$ cat config.mk
export PLATFORM = sky130hd
export DESIGN_NAME = tdm_slot_transparent_serial
export DESIGN_NICKNAME = d
export VERILOG_FILES = /design/src/hdl/tdm_slot_transparent_serial.v
export VERILOG_INCLUDE_DIRS = /design/src /design/src/hdl
export SDC_FILE = /design/constraint.sdc
export NUM_CORES = 1
export LEC_CHECK = 0
export BUFFER_PORTS_ARGS = -buffer_cell sky130_fd_sc_hd__buf_4
export CAP_MARGIN = 20
export CORE_MARGIN = 2
export CORE_UTILIZATION = 50
export DETAILED_ROUTE_END_ITERATION = 16
export GPL_TIMING_DRIVEN = 0
export PLACE_DENSITY_LB_ADDON = 0.1
export SLEW_MARGIN = 20
export SYNTH_ARGS = -nofsm -noshare
export SYNTH_HDL_FRONTEND = slang
export SYNTH_SLANG_ARGS = --single-unit
export TNS_END_PERCENT = 1
$ cat constraint.sdc
create_clock -name core_clk -period 7.3 [get_ports core_clk]
set_clock_uncertainty 0.05 [all_clocks]
set_input_delay 1.095 -clock core_clk [delete_from_list [all_inputs] [get_ports core_clk]]
set_output_delay 1.095 -clock core_clk [all_outputs]
set_load 0.005 [all_outputs]
$ cat src/hdl/tdm_slot_defines.vh
`ifndef TDM_SLOT_DEFINES_VH
`define TDM_SLOT_DEFINES_VH

// Register offsets
`define REG_MODE 4'h0
`define REG_CTRL 4'h1
`define REG_STATUS 4'h2
`define REG_TXDATA 4'h3
`define REG_RXDATA 4'h4
`define REG_MASK 4'h5

// Mode register fields
`define MODE_HIGHWAY 0
`define MODE_ENVELOPE 1
`define MODE_ROUTE_LO 2
`define MODE_ROUTE_HI 3
`define MODE_TSYNC 4
`define MODE_XSYNC 5
`define MODE_DIAG_LO 6
`define MODE_DIAG_HI 7

// Control register fields
`define CTRL_TXEN 0
`define CTRL_RXEN 1
`define CTRL_LAST 2

// Status register fields
`define ST_CARRIER 0
`define ST_CLEARSEND 1
`define ST_QUIET 2
`define ST_TXREQ 3
`define ST_TXRDY 4
`define ST_RXVALID 5
`define ST_TXDONE 6

// Reset values
`define MODE_RESET 8'h00
`define MASK_RESET 8'hff
`define IDLE_BYTE 8'hff

// Timing counts in slot clocks
`define REQ_DELAY_CLOCKS 6'd36
`define RX_WRITE_DELAY 4'd9
`define SLOT_BITS 4'd8

`endif

$ cat src/hdl/tdm_slot_transparent_serial.v
// Contract
// RQ1: Idle channel sends all-ones in its slot
// RQ2: Shift one bit per slot clock, freeze between
// RQ3: Receiver clocked only inside its slot
// RQ4: Slot start after request sends FF then data
// RQ5: Chained buffers go back to back, one FF
// RQ6: Request asserts within 36 clocks after enable
// RQ7: Software follows halt, resume, synchronized enable order
// RQ8: Synchronized enable fills FIFO in fixed time
// RQ9: Enable inside slot works given 36 clocks
// RQ10: Highway first channel request has inverted polarity
// RQ11: Short slots add extra all-ones slots first
// RQ12: Reception starts at first slot after enable
// RQ13: Received word written ninth slot clock later
// RQ14: Software sets sync bits; diag either mode
// RQ15: Carrier and clear-send status read zero enabled; code reads zero only in highway mode
// RQ16: Line quiet flag has no meaning here
// RQ17: Extra clock shifts alignment until resync
// RQ18: Bearer channels and subportions via slot mask
// RQ19: Byte aligned start at bearer channel begin
// RQ20: Combined bearers start consistently with sync enable
// RQ21: Slot code zero none, one to three channels
// RQ22: Slot rising edge gates clocks, sends sync
// RQ23: One-clock-prior and envelope slot timing
// RQ24: Request held until whole frame sent
`timescale 1ns/1ps
`include "tdm_slot_defines.vh"

module tdm_slot_transparent_serial (
    input wire core_clk,
    input wire rst_n,
    input wire [3:0] regAddr,
    input wire [7:0] regWdata,
    input wire regWrite,
    input wire regRead,
    output reg [7:0] regRdata,
    input wire highway_bit_clock,
    input wire slot_select_low,
    input wire slot_select_high,
    input wire rxSerial,
    output reg txSerial,
    output reg first_channel_tx_request
);

    // ************************************************************
    // Pin synchronisers
    // ************************************************************
    reg [2:0] clkSync;
    reg [2:0] selLoSync;
    reg [2:0] selHiSync;
    reg [2:0] rxSync;
    reg linkClk;
    reg selLo;
    reg selHi;
    reg rxBit;

    // A change counts once stages two and three agree
    always @(posedge core_clk or negedge rst_n) begin
        if (!rst_n) begin
            clkSync <= 3'h0;
            selLoSync <= 3'h0;
            selHiSync <= 3'h0;
            rxSync <= 3'h7;
            linkClk <= 1'b0;
            selLo <= 1'b0;
            selHi <= 1'b0;
            rxBit <= 1'b1;
        end else begin
            clkSync <= {clkSync[1:0], highway_bit_clock};
            selLoSync <= {selLoSync[1:0], slot_select_low};
            selHiSync <= {selHiSync[1:0], slot_select_high};
            rxSync <= {rxSync[1:0], rxSerial};
            if (clkSync[1] == clkSync[2])
                linkClk <= clkSync[2];
            if (selLoSync[1] == selLoSync[2])
                selLo <= selLoSync[2];
            if (selHiSync[1] == selHiSync[2])
                selHi <= selHiSync[2];
            if (rxSync[1] == rxSync[2])
                rxBit <= rxSync[2];
        end
    end

    // ************************************************************
    // Registers
    // ************************************************************
    reg [7:0] serial_interface_mode_reg;
    reg [7:0] slot_bit_mask_reg;
    reg transmit_enable_bit;
    reg receive_enable_bit;
    reg lastFlag;
    reg [7:0] txHold;
    reg txHoldFull;
    reg [7:0] rxHold;
    reg rxValid;
    reg txDone;

    wire highwayMode = serial_interface_mode_reg[`MODE_HIGHWAY];
    wire envelopeMode = serial_interface_mode_reg[`MODE_ENVELOPE];
    wire [1:0] route = serial_interface_mode_reg[`MODE_ROUTE_HI:`MODE_ROUTE_LO];
    wire transparent_sync_bit = serial_interface_mode_reg[`MODE_TSYNC];
    wire external_sync_bit = serial_interface_mode_reg[`MODE_XSYNC];

    // ************************************************************
    // Slot timing
    // ************************************************************
    reg linkClkQ;
    reg selActQ;
    reg priorArmed;
    reg [3:0] priorCount;
    wire [1:0] slotCode = {selHi, selLo};
    wire selAct = (route != 2'h0) && (slotCode == route); // [RQ21]
    wire clkRise = linkClk && !linkClkQ;
    wire slotStart = selAct && !selActQ; // [RQ22]
    wire inSlot = envelopeMode ? selAct : (priorCount != 4'h0); // [RQ23]
    // Only clocks inside the slot reach the channel
    wire gatedClk = clkRise && inSlot; // [RQ2] [RQ3]
    reg [2:0] bitIdx;
    wire slotMaskOk = slot_bit_mask_reg[bitIdx]; // [RQ18]
    wire chanClk = gatedClk && slotMaskOk;

    always @(posedge core_clk or negedge rst_n) begin
        if (!rst_n) begin
            linkClkQ <= 1'b0;
            selActQ <= 1'b0;
            priorArmed <= 1'b0;
            priorCount <= 4'h0;
            bitIdx <= 3'h0;
        end else begin
            linkClkQ <= linkClk;
            selActQ <= selAct;
            if (slotStart && !envelopeMode)
                priorArmed <= 1'b1;
            // One-clock-prior: the slot is the eight clocks after the marker clock
            if (clkRise && priorArmed) begin
                priorArmed <= 1'b0;
                priorCount <= `SLOT_BITS;
            end else if (gatedClk && !envelopeMode)
                priorCount <= priorCount - 4'h1;
            if (slotStart)
                bitIdx <= 3'h0;
            else if (gatedClk)
                bitIdx <= bitIdx + 3'h1;
        end
    end

    // ************************************************************
    // Transmitter
    // ************************************************************
    localparam TX_IDLE = 4'b0001;
    localparam TX_WAIT = 4'b0010;
    localparam TX_REQ = 4'b0100;
    localparam TX_SEND = 4'b1000;

    reg [3:0] txState;
    reg [5:0] reqCount;
    reg [7:0] txShift;
    reg [2:0] txBitCnt;
    reg txRequest;
    reg byteStart;
    // Highway or both sync bits: start on a slot boundary; else start at once
    wire alignStart = (highwayMode || (transparent_sync_bit && external_sync_bit)) ?
        slotStart : 1'b1; // [RQ19]

    always @(posedge core_clk or negedge rst_n) begin
        if (!rst_n) begin
            txState <= TX_IDLE;
            reqCount <= 6'h0;
            txShift <= `IDLE_BYTE;
            txBitCnt <= 3'h0;
            txRequest <= 1'b0;
            byteStart <= 1'b0;
            txSerial <= 1'b1;
        end else begin
            if (chanClk) begin
                txSerial <= txShift[7]; // [RQ2]
                txShift <= {txShift[6:0], 1'b1}; // [RQ1]
                txBitCnt <= txBitCnt + 3'h1;
            end
            byteStart <= chanClk && (txBitCnt == 3'h7);
            // A fresh one-clock-prior window realigns, so a stray clock spoils one byte
            if (!envelopeMode && clkRise && priorArmed && priorCount == 4'h0)
                txBitCnt <= 3'h0; // [RQ17]
            case (txState)
                TX_IDLE: begin
                    txRequest <= 1'b0;
                    reqCount <= 6'h0;
                    if (transmit_enable_bit && txHoldFull)
                        txState <= TX_WAIT;
                end
                TX_WAIT: begin
                    // Fixed fill delay makes synchronized enable repeatable
                    if (!transmit_enable_bit)
                        txState <= TX_IDLE;
                    else if (gatedClk)
                        reqCount <= reqCount + 6'h1;
                    if (transmit_enable_bit && reqCount == `REQ_DELAY_CLOCKS - 6'h1 && gatedClk) begin
                        txRequest <= 1'b1; // [RQ6] [RQ8] [RQ9]
                        txState <= TX_REQ;
                    end
                end
                TX_REQ: begin
                    // Leading all-ones byte at the next slot start when aligned, at once when not
                    if (alignStart) begin // [RQ4] [RQ11] [RQ20]
                        txShift <= `IDLE_BYTE;
                        // In envelope mode only this resync undoes a stray clock
                        txBitCnt <= 3'h0; // [RQ17]
                        txState <= TX_SEND;
                    end
                    if (!transmit_enable_bit)
                        txState <= TX_IDLE;
                end
                TX_SEND: begin
                    // Chained buffers load without another leading byte
                    if (byteStart) begin
                        if (txHoldFull)
                            txShift <= txHold; // [RQ5]
                        else begin
                            txShift <= `IDLE_BYTE; // [RQ1]
                            if (lastFlag || !transmit_enable_bit) begin
                                txRequest <= 1'b0; // [RQ24]
                                txState <= TX_IDLE;
                            end
                        end
                    end
                end
                default: txState <= TX_IDLE;
            endcase
        end
    end

    wire takeTx = (txState == TX_SEND) && byteStart && txHoldFull;

    // ************************************************************
    // Receiver
    // ************************************************************
    reg rxRunning;
    reg [7:0] rxShift;
    reg [2:0] rxBitCnt;
    reg [3:0] rxDelay;
    reg [3:0] rxAgedDelay;
    reg [7:0] rxPending;
    reg [7:0] rxAged;

    always @(posedge core_clk or negedge rst_n) begin
        if (!rst_n) begin
            rxRunning <= 1'b0;
            rxShift <= 8'h00;
            rxBitCnt <= 3'h0;
            rxDelay <= 4'h0;
            rxAgedDelay <= 4'h0;
            rxPending <= 8'h00;
            rxAged <= 8'h00;
        end else begin
            if (!receive_enable_bit) begin
                // Disabling drops a half-received word
                rxRunning <= 1'b0;
                rxBitCnt <= 3'h0;
                rxDelay <= 4'h0;
                rxAgedDelay <= 4'h0;
            end else begin
                if (slotStart)
                    rxRunning <= 1'b1; // [RQ12]
                if (rxRunning && chanClk) begin
                    rxShift <= {rxShift[6:0], rxBit}; // [RQ3]
                    rxBitCnt <= rxBitCnt + 3'h1;
                    if (rxBitCnt == 3'h7) begin
                        // Next word lands before the ninth clock of the last one
                        rxAged <= rxPending;
                        rxAgedDelay <= (rxDelay != 4'h0) ? rxDelay - 4'h1 : 4'h0;
                        rxPending <= {rxShift[6:0], rxBit};
                        rxDelay <= `RX_WRITE_DELAY;
                    end else begin
                        if (rxDelay != 4'h0)
                            rxDelay <= rxDelay - 4'h1; // [RQ13]
                        if (rxAgedDelay != 4'h0)
                            rxAgedDelay <= rxAgedDelay - 4'h1;
                    end
                end
            end
        end
    end

    wire rxWrite = receive_enable_bit && rxRunning && chanClk && (rxAgedDelay == 4'h1) &&
        (rxBitCnt != 3'h7);

    // ************************************************************
    // Register port
    // ************************************************************
    reg [7:0] next_rdata;
    always @* begin
        next_rdata = 8'h00;
        case (regAddr)
            `REG_MODE: next_rdata = serial_interface_mode_reg;
            `REG_CTRL: next_rdata = {5'h00, lastFlag, receive_enable_bit, transmit_enable_bit};
            `REG_STATUS: begin
                next_rdata[`ST_CARRIER] = !(highwayMode && receive_enable_bit); // [RQ15]
                next_rdata[`ST_CLEARSEND] = !(highwayMode && transmit_enable_bit); // [RQ15]
                next_rdata[`ST_QUIET] = 1'b0; // [RQ16]
                next_rdata[`ST_TXREQ] = txRequest;
                next_rdata[`ST_TXRDY] = !txHoldFull;
                next_rdata[`ST_RXVALID] = rxValid;
                next_rdata[`ST_TXDONE] = txDone;
            end
            `REG_TXDATA: next_rdata = txHold;
            `REG_RXDATA: next_rdata = rxHold;
            `REG_MASK: next_rdata = slot_bit_mask_reg;
            default: next_rdata = 8'h00;
        endcase
    end

    always @(posedge core_clk or negedge rst_n) begin
        if (!rst_n) begin
            serial_interface_mode_reg <= `MODE_RESET;
            slot_bit_mask_reg <= `MASK_RESET;
            transmit_enable_bit <= 1'b0;
            receive_enable_bit <= 1'b0;
            lastFlag <= 1'b0;
            txHold <= 8'h00;
            txHoldFull <= 1'b0;
            rxHold <= 8'h00;
            rxValid <= 1'b0;
            txDone <= 1'b0;
            regRdata <= 8'h00;
            first_channel_tx_request <= 1'b1;
        end else begin
            regRdata <= regRead ? next_rdata : 8'h00;
            if (regWrite && regAddr == `REG_MODE)
                serial_interface_mode_reg <= regWdata;
            if (regWrite && regAddr == `REG_MASK)
                slot_bit_mask_reg <= regWdata;
            if (regWrite && regAddr == `REG_CTRL) begin
                transmit_enable_bit <= regWdata[`CTRL_TXEN];
                receive_enable_bit <= regWdata[`CTRL_RXEN];
                lastFlag <= regWdata[`CTRL_LAST];
            end
            // A write in the take cycle queues the next byte
            if (regWrite && regAddr == `REG_TXDATA) begin
                txHold <= regWdata;
                txHoldFull <= 1'b1;
            end else if (takeTx)
                txHoldFull <= 1'b0;
            if (rxWrite) begin
                rxHold <= rxAged; // [RQ13]
                rxValid <= 1'b1;
            end else if (regRead && regAddr == `REG_RXDATA)
                rxValid <= 1'b0;
            if (txState == TX_SEND && byteStart && !txHoldFull && lastFlag)
                txDone <= 1'b1;
            else if (regRead && regAddr == `REG_STATUS)
                txDone <= 1'b0;
            // Active low request, inverted on the highway
            if (highwayMode)
                first_channel_tx_request <= txRequest; // [RQ10]
            else
                first_channel_tx_request <= !txRequest;
        end
    end

endmodule // tdm_slot_transparent_serial

---- Yosys cells after proc, flatten, opt, wreduce, memory -nomap -nowiden ----
Cells that the tools add are included.
word-level totals
  bits in read-only memories .............. 0
  input port bits ......................... 20
  bits in writable memories ............... 0
  bits in latches ......................... 0
  output and inout bits ................... 10
  flip-flop bits (word level) ............. 132
  memories ................................ 0
operators by class
  $lt $le $gt $ge ......................... 1
  div/mod/pow operators ................... 0
  equal/unequal tests ..................... 32
  reduce and logical (&&, ||, !) cells .... 64
  shift operators ......................... 0
  add/subtract/negate cells ............... 7
  muxes and demuxes ....................... 59
  $mul .................................... 0
  bitwise logic cells ..................... 0
operators by type and width
  kind                   number
  $mux W4                19
  $pmux W7 S6            1
  $mux W8                5
  $logic_and A1 B1 Y1    33
  $mux W3                8
  $mux W1                18
  $pmux W4 S4            1
  $pmux W8 S2            1
  $reduce_bool A2 Y1     8
  $ne A2 B2 Y1 const B   7
  $eq A4 B1 Y1 const B   3
  $eq A4 B2 Y1 const B   3
  $eq A4 B3 Y1 const B   3
  $mux W6                2
  $pmux W6 S2            1
  $reduce_bool A4 Y1     3
  $sub A4 B1 Y4 const B  3
  $add A3 B1 Y3 const B  3
  $ne A3 B3 Y1 const B   3
  $logic_not A1 Y1       8
  $logic_not A4 Y1       2
  $add A6 B1 Y6 const B  1
  $eq A3 B3 Y1 const B   2
  $eq A6 B6 Y1 const B   1
  other kinds (15)       24

---- Longest topological paths before layout ----
Gate-level depths: netlist of run 1.
  depth in word-level cells ............... 9
  gate-level depth with buffers ........... 11
  depth with buffers taken out ............ 7

---- Worst setup path before layout of run 1 ----
No wires, ideal clock.
  path kind ............................... input port to flip-flop
  start ................................... in regAddr[1]
  end ..................................... reg serial_interface_mode_reg[0]
  buffers on the path ..................... 1
  library setup time ...................... 0.125 ns
  setup slack ............................. 4.689 ns
  stages on the path ...................... 4
  arrival time ............................ 2.436 ns
  cell sequence ........................... clkbuf_1 -> nor4_2 -> nand2_1 -> mux2_2
on the way
  cells in the longest elaborated chain, start to end .. 2
ends and longest elaborated chain
  what                                  line                               RTL
  start: declaration                    tdm_slot_transparent_serial.v:32   input wire [3:0] regAddr,
  $logic_not A4 Y1                      --
  $logic_and A1 B1 Y1 (no source line)  --
  end signal: assignment                tdm_slot_transparent_serial.v:314  serial_interface_mode_reg <= `MODE_RESET;
  end signal: assignment                tdm_slot_transparent_serial.v:329  serial_interface_mode_reg <= regWdata;
  end: declaration                      tdm_slot_transparent_serial.v:87   reg [7:0] serial_interface_mode_reg;
No other way between the ends.
A chain may end at the register's enable or synchronous reset.

---- Worst setup path in the final report of run 1 ----
  start ................................... reg priorCount[0]
  end ..................................... reg rxPending[4]
on the way
  cells in the longest elaborated chain, start to end .. 6
ends and longest elaborated chain
  what                                line                               RTL
  start: declaration                  tdm_slot_transparent_serial.v:110  reg [3:0] priorCount;
  start signal: assignment            tdm_slot_transparent_serial.v:137  priorCount <= `SLOT_BITS;
  start signal: assignment            tdm_slot_transparent_serial.v:139  priorCount <= priorCount - 4'h1;
  $reduce_bool A4 Y1                  tdm_slot_transparent_serial.v:115  wire inSlot = envelopeMode ? selAct : (priorCount != 4'h0);
  $mux W1                             tdm_slot_transparent_serial.v:115
  $logic_and A1 B1 Y1                 tdm_slot_transparent_serial.v:117  wire gatedClk = clkRise && inSlot;
  $logic_and A1 B1 Y1                 tdm_slot_transparent_serial.v:120  wire chanClk = gatedClk && slotMaskOk;
  $logic_and A1 B1 Y1                 tdm_slot_transparent_serial.v:264  if (rxRunning && chanClk) begin
  $reduce_and A3 Y1 (no source line)  --
  end signal: assignment              tdm_slot_transparent_serial.v:271  rxPending <= {rxShift[6:0], rxBit};
  end: declaration                    tdm_slot_transparent_serial.v:242  reg [7:0] rxPending;
No other way between the ends.

==> results of run 1 <==
## final cells by class
| cell class | count | area (sq um) | share of cell area [%] |
|---|---|---|---|
| multi-input cells | 316 | 2430 | 35.0 |
| inverters | 14 | 52.6 | 0.756 |
| well taps | 143 | 179 | 2.57 |
| flip-flops and latches | 132 | 3330 | 47.9 |
| clock inverters | 11 | 153 | 2.20 |
| repair buffers | 29 | 245 | 3.53 |
| clock buffers | 21 | 460 | 6.63 |
| plain buffers | 14 | 93.8 | 1.35 |
## power breakdown
part | switching, W | internal (W) | total [W] | leakage (nW)
Sequential | 0.0000934 | 0.000847 | 0.000940 | 1.67
Combinational | 0.000154 | 0.000139 | 0.000294 | 1.13
Clock | 0.000317 | 0.000557 | 0.000874 | 0.290
## per-stage QoR
step | power [W] | std cells | hold slack, ps | worst slack, ps | instance area [sq um]
after detailed placement | 0.00124 | 648 | 294 | 4260 | 6340
after floorplan | 0.00113 | 476 | 281 | 4690 | 5910
after CTS | 0.00212 | 680 | 306 | 4530 | 6950
final | 0.00211 | 680 | 303 | 4540 | 6950
after global routing | 0.00221 | 680 | 312 | 4460 | 6950
after global placement | 0.00123 | 647 | 281 | 4260 | 6300
## worst reg2reg max path, delay by kind of cell, from the launching register on
| family | cells | cell delay (ps) |
|---|---|---|
| multiplexers | 1 | 300 |
| flip-flops | 1 | 380 |
| AND/OR/NAND/NOR | 4 | 1040 |
| adder cells (fa/ha/maj) | 1 | 240 |
| buffers and inverters | 5 | 650 |
## placed cells by master, fill, tap and decap left out, types with 3 or more instances in the layout
master / n
a21oi_1: 18
a22oi_1: 14
a311oi_1: 3
a31oi_1: 9
and2_1: 4
and3_1: 4
buf_4: 27
buf_6: 3
bufinv_16: 3
clkbuf_1: 10
clkbuf_16: 17
clkinv_4: 3
clkinvlp_4: 3
dfrtp_1: 109
dfstp_2: 23
ha_1: 11
inv_1: 14
maj3_1: 4
mux2_2: 50
mux2_4: 10
mux2i_1: 13
nand2_1: 34
nand2b_1: 5
nand3_1: 7
nand4_1: 5
nor2_1: 36
nor3_1: 6
nor4_1: 3
nor4b_1: 3
o21a_1: 3
o21ai_0: 14
o311ai_0: 4
o32ai_1: 3
xnor2_1: 9
xor2_1: 6
## routing by layer
metal,global-route usage [%],vias to the layer above,share of wire (%)
met5,0,-,0
met4,6.02,0,1.1
met3,5.68,10,4.2
met2,32.6,87,48
met1,29.5,1987,46
li1,-,1845,-
## cells by family after synthesis
logic type / synth area share [%]
AND/OR/NAND/NOR: 10.9
AO/OA/AOI/OAI: 9.97
multiplexers: 15.0
buffers and inverters: 2.48
adder cells (fa/ha/maj): 3.01
XOR/XNOR: 2.22
flip-flops: 56.4
## cells in the mapped netlist, types with 3 or more instances
library cell,count,share of area [%]
dfrtp_1,109,46
mux2_2,50,9.5
nor2_1,36,2.3
nand2_1,34,2.2
dfstp_2,23,10
a21oi_1,18,1.5
a22oi_1,14,1.8
inv_1,14,0.89
o21ai_0,14,1.2
mux2i_1,13,2.2
ha_1,11,2.3
mux2_4,10,2.5
a31oi_1,9,0.95
xnor2_1,9,1.3
clkbuf_1,8,0.51
nand3_1,7,0.59
nor3_1,6,0.51
xor2_1,6,0.89
nand2b_1,5,0.53
nand4_1,5,0.53
and2_1,4,0.42
and3_1,4,0.42
maj3_1,4,0.68
o311ai_0,4,0.59
a311oi_1,3,0.44
buf_6,3,0.57
nor4_1,3,0.32
nor4b_1,3,0.44
o21a_1,3,0.38
o32ai_1,3,0.44
## worst paths after layout
path	endpoint	slack, ps	cells past startpoint
setup / recovery	rxPending[4]$_DFFE_PN0P_	4540	11
setup reg to reg	rxPending[4]$_DFFE_PN0P_	4540	11
hold reg to reg	selLoSync[1]$_DFF_PN0_	300	0
min in group asynchronous	rxBitCnt[0]$_DFFE_PN0P_	530	1
hold / removal	selLoSync[1]$_DFF_PN0_	300	0
max in group asynchronous	txShift[1]$_DFF_PN1_	5930	2
==> results.py, run 1 <==
metrics = {
    "layout": {
        "fin_nets": 555,
        "fillerInstances": 935,
        "synthToLayoutAreaGrowth_pct": 17.5,
        "postLayoutCoreUtil_pct": 60.6,
        "antennaDiodeCount": 0,
        "drive_above_1_share_pct": 29.6,
    },
    "critical_path": {
        "slowest_delay_ps": 500,
        "critPathLaunchType": "flip-flop",
        "crit_buf_inv": 5,
        "critPathTopFamily": "simple AND/OR/NAND/NOR gates",
        "timing.rr.start": "priorCount[0]$_DFFE_PN0P_",
        "crit_slowest_cell": "or4b_4",
        "crit_required_ps": 7550,
        "cp_common_cell": "buf_6",
        "crit_arrival_ps": 3010,
        "worstPathMaxFanout": 10,
        "crit_path_cell_trace": "inv_1, ha_1, or4b_4, and2_4, buf_6, and4_4, buf_6, and3_4, buf_6, buf_12, mux2_4",
        "end_kind": "flip-flop",
        "setup.worst_path.start": "priorCount[0]$_DFFE_PN0P_",
        "setup.worst_path.class": "reg2reg",
    },
    "clock_network": {
        "clk_pin_slew_worst_paths_ps": 60,
        "htreeDepth": 4,
        "postCtsSetupBuffers": 0,
        "hold_buffers": 0,
        "cts_buffers": 17,
        "root_buffer": "clkbuf_16",
        "cts_tree": "yes",
        "cts.path.max_buffers": 2,
        "cts_sinks": 132,
        "insertion_delay_ps": 420,
        "cts_resized": 0,
    },
    "grt": {
        "grt_pass1_wl_mm": 20.7,
        "grt_usage_pct": 21.0,
        "grt_pass1_vias": 3988,
        "grt_max_degree": 88,
        "overflow": 0,
        "antenna_found_initial": 0,
    },
    "route": {
        "ant_nets": 0,
        "drc": 0,
        "drtPass1Iterations": 5,
        "wirelength_mm": 12.2,
        "wl_per_cell_microns": 17.9,
        "vias": 3929,
        "drtIter0Drc": 298,
        "via_per_inst": 5.78,
    },
    "synth": {
        "avgSynthCellArea_sq_um": 12.4,
        "synth_cell_types": 64,
        "syn_nets": 507,
        "synth_edf_count": 0,
        "synth-seq-area-share_pct": 56.4,
        "synth_cells": 476,
        "yosysWarnings": 0,
        "ys.flop_type": "dfrtp_1",
        "syn_area_sq_mm": 0.00591,
        "ys_ff_latch": 132,
        "synthArstFlopShare_pct": 100,
    },
    "floorplanning": {
        "fp.coreArea_sq_mm": 0.0115,
        "rows": 39,
        "start_util_pct": 51.6,
        "die_height_microns": 113,
        "die_w_microns": 113,
        "boundaryPins": 30,
        "dieArea_sq_mm": 0.0127,
    },
    "timing": {
        "maxSlewViolCount": 0,
        "relSlewSlack_pct": 34.7,
        "period_share_pct": 37.8,
        "tns_ps": 0,
        "worst_pin_slew_ps": 972,
        "hold_viol_final": 0,
        "setup_viol": 0,
        "fin_crit_ps": 2760,
        "rsz0062_at_grt": "false",
        "max_freq_mhz": 362,
    },
    "pwr": {
        "power_density_mw_per_mm2": 303,
        "power.leakage_nw": 3.09,
        "vdd_drop_max_mv": 0.213,
    },
    "placement": {
        "hpwlAfterDp_mm": 8.51,
        "gp_congestion": 0.811,
        "io_buffers": 28,
    },
    "min_path": {
        "min_from": "selLoSync[0]$_DFF_PN0_",
        "hp-class": "reg2reg",
    },
    "run": {
        "maxCapViolCount": 0,
    },
    "run_status": {
        "status": "complete, no violations",
    },
}
Note: power is estimated with default switching activity, not from simulation.
==> inputs of run 2 (changes only) <==
- clock period: 7.3 -> 2.41 ns (I/O delays scaled with it)
==> results.py, run 2 (synthesized netlist as in run 1, its figures left out) <==
metrics = {
    "run_status": {
        "status": "finished, violations left",
        "violations": "negative setup slack",
    },
    "grt": {
        "overflow": 0,
        "grt_pass1_wl_mm": 21.7,
        "grt_util_met3_pct": 6.00,
        "grtUsageMet2_pct": 34.8,
        "met1_usage_pct": 30.8,
        "grt_most_used_layer": "met2",
        "grt_pass1_vias": 4131,
        "antenna_found_initial": 0,
        "grt_max_degree": 105,
        "grt_usage_pct": 22.1,
    },
    "floorplanning": {
        "rows": 39,
        "boundaryPins": 30,
        "die_w_microns": 113,
        "start_util_pct": 51.6,
        "die_height_microns": 113,
        "dieArea_sq_mm": 0.0127,
        "fp.coreArea_sq_mm": 0.0115,
    },
    "placement": {
        "io_buffers": 28,
        "dpl_worst_slack_ps": -206,
        "gp_congestion": 0.854,
        "hpwlAfterDp_mm": 8.66,
        "dp.cells": 648,
    },
    "clock_network": {
        "cts.path.max_buffers": 2,
        "htreeDepth": 4,
        "cts_sinks": 132,
        "root_buffer": "clkbuf_16",
        "cts_buffers": 17,
        "insertion_delay_ps": 420,
        "clk_pin_slew_worst_paths_ps": 60,
        "cts_tree": "yes",
    },
    "route": {
        "drtIter0Drc": 261,
        "via_per_inst": 5.74,
        "wirelength_mm": 12.8,
        "ant_nets": 0,
        "vias": 3970,
        "drc": 0,
        "wl_per_cell_microns": 18.5,
        "drtPass1Iterations": 4,
    },
    "timing": {
        "tns_ps": -7.68,
        "relSlewSlack_pct": 43.2,
        "fin_crit_ps": 2420,
        "period_share_pct": 100,
        "rsz0062_at_grt": "true",
        "setup_slack_ps": -7.68,
        "setup_viol": 1,
        "max_freq_mhz": 414,
        "worst_pin_slew_ps": 845,
        "maxSlewViolCount": 0,
        "hold_viol_final": 0,
    },
    "critical_path": {
        "end_kind": "flip-flop",
        "crit_required_ps": 2660,
        "critPathLaunchType": "flip-flop",
        "r2r_setup_slack_ps": -8,
        "crit_arrival_ps": 2670,
        "worstPathMaxFanout": 7,
        "setup.worst_path.class": "reg2reg",
    },
    "layout": {
        "antennaDiodeCount": 0,
        "fin_nets": 567,
        "drive_above_1_share_pct": 32.4,
        "synthToLayoutAreaGrowth_pct": 20.2,
        "final_cell_mix": "108 x dfrtp_1, 50 x mux2_2, 36 x nor2_1",
        "layout_commonest_cell": "dfrtp_1",
        "fin_cells": 692,
    },
    "min_path": {
        "hp-class": "in2reg",
    },
    "run": {
        "maxCapViolCount": 0,
    },
    "pwr": {
        "finalPower_w": 0.00643,
        "vdd_drop_max_mv": 1.11,
        "power_density_mw_per_mm2": 905,
        "power.leakage_nw": 3.16,
    },
}
run 2: cell types whose count changed in the layout (fill, tap and decap cells not counted), moves of 2 or more:
cell           before  now
dlygate4sd3_1       0    5
clkbuf_1           10    7
clkinv_4            3    1
inv_1              14   12
inv_6               1    6
inv_2               0    2
buf_4              27   34
run 2: area by class of cell:
cell class                      instances  area (sq um)
Multi-Input combinational cell        316          2470
Clock inverter                         14           163
Buffer                                 12          85.1
Clock buffer                           18           439
Fill cell                             907          4360
Inverter                               14          52.6
Timing Repair Buffer                   43           387
Tap cell                              143           179
Sequential cell                       132          3330
run 2: power by group:
group	switching [W]	leakage (nW)	total (W)	internal, W
Combinational	0.000497	1.20	0.000968	0.000471
Sequential	0.000282	1.67	0.00285	0.00257
Clock	0.00104	0.283	0.00262	0.00158
run 2: final timing paths:
| check | from | to | cells past startpoint |
|---|---|---|---|
| worst min-delay path | regWdata[6] | slot_bit_mask_reg[6]$_DFFE_PN1P_ | 2 |
| max in group asynchronous | rst_n | txShift[6]$_DFF_PN1_ | 3 |
| worst min register to register | clkSync[0]$_DFF_PN0_ | clkSync[1]$_DFF_PN0_ | 0 |
| min in group asynchronous | rst_n | rxAgedDelay[1]$_DFFE_PN0P_ | 2 |
| worst max register to register | priorCount[1]$_DFFE_PN0P_ | rxPending[3]$_DFFE_PN0P_ | 9 |
| worst max-delay path | priorCount[1]$_DFFE_PN0P_ | rxPending[3]$_DFFE_PN0P_ | 9 |
run 2: per-layer routing:
metal	share of wire (%)	routed length (microns)	up-vias
met5	0	0	-
met4	1.2	153	0
met3	3.8	488	15
met2	48	6160	88
met1	47	5980	2002
li1	-	-	1865
run 2: stage by stage:
| step | cell area (sq um) | utilization [%] | hold WS [ps] |
|---|---|---|---|
| 2_1_floorplan | 5920 | - | 15.9 |
| 3_3_place_gp | 6310 | 55.1 | 283 |
| 3_5_place_dp | 6350 | 55.4 | 183 |
| 4_1_cts | 7070 | 61.7 | 131 |
| 5_1_grt | 7110 | 62.0 | 128 |
| 6_report | 7110 | 62.0 | 145 |
run 2: repair_timing:
| action | 4_1_cts | 5_1_grt |
|---|---|---|
| cloned | 1 | 0 |
| setup endpoints to repair | 48 | 47 |
| pin swaps | 1 | 1 |
| hold endpoints to repair | 32 | 0 |
| setup buffers | 8 | 0 |
| hold buffers | 5 | 0 |
| gates resized for setup | 4 | 11 |
run 2: worst max-delay path, cell delays in order (launching register included):
cell,delay (ps)
dfrtp_1,390
inv_2,90
ha_4,130
or4b_4,460
and2_4,170
buf_6,130
and4_4,170
and3_4,240
buf_12,150
mux2_4,300
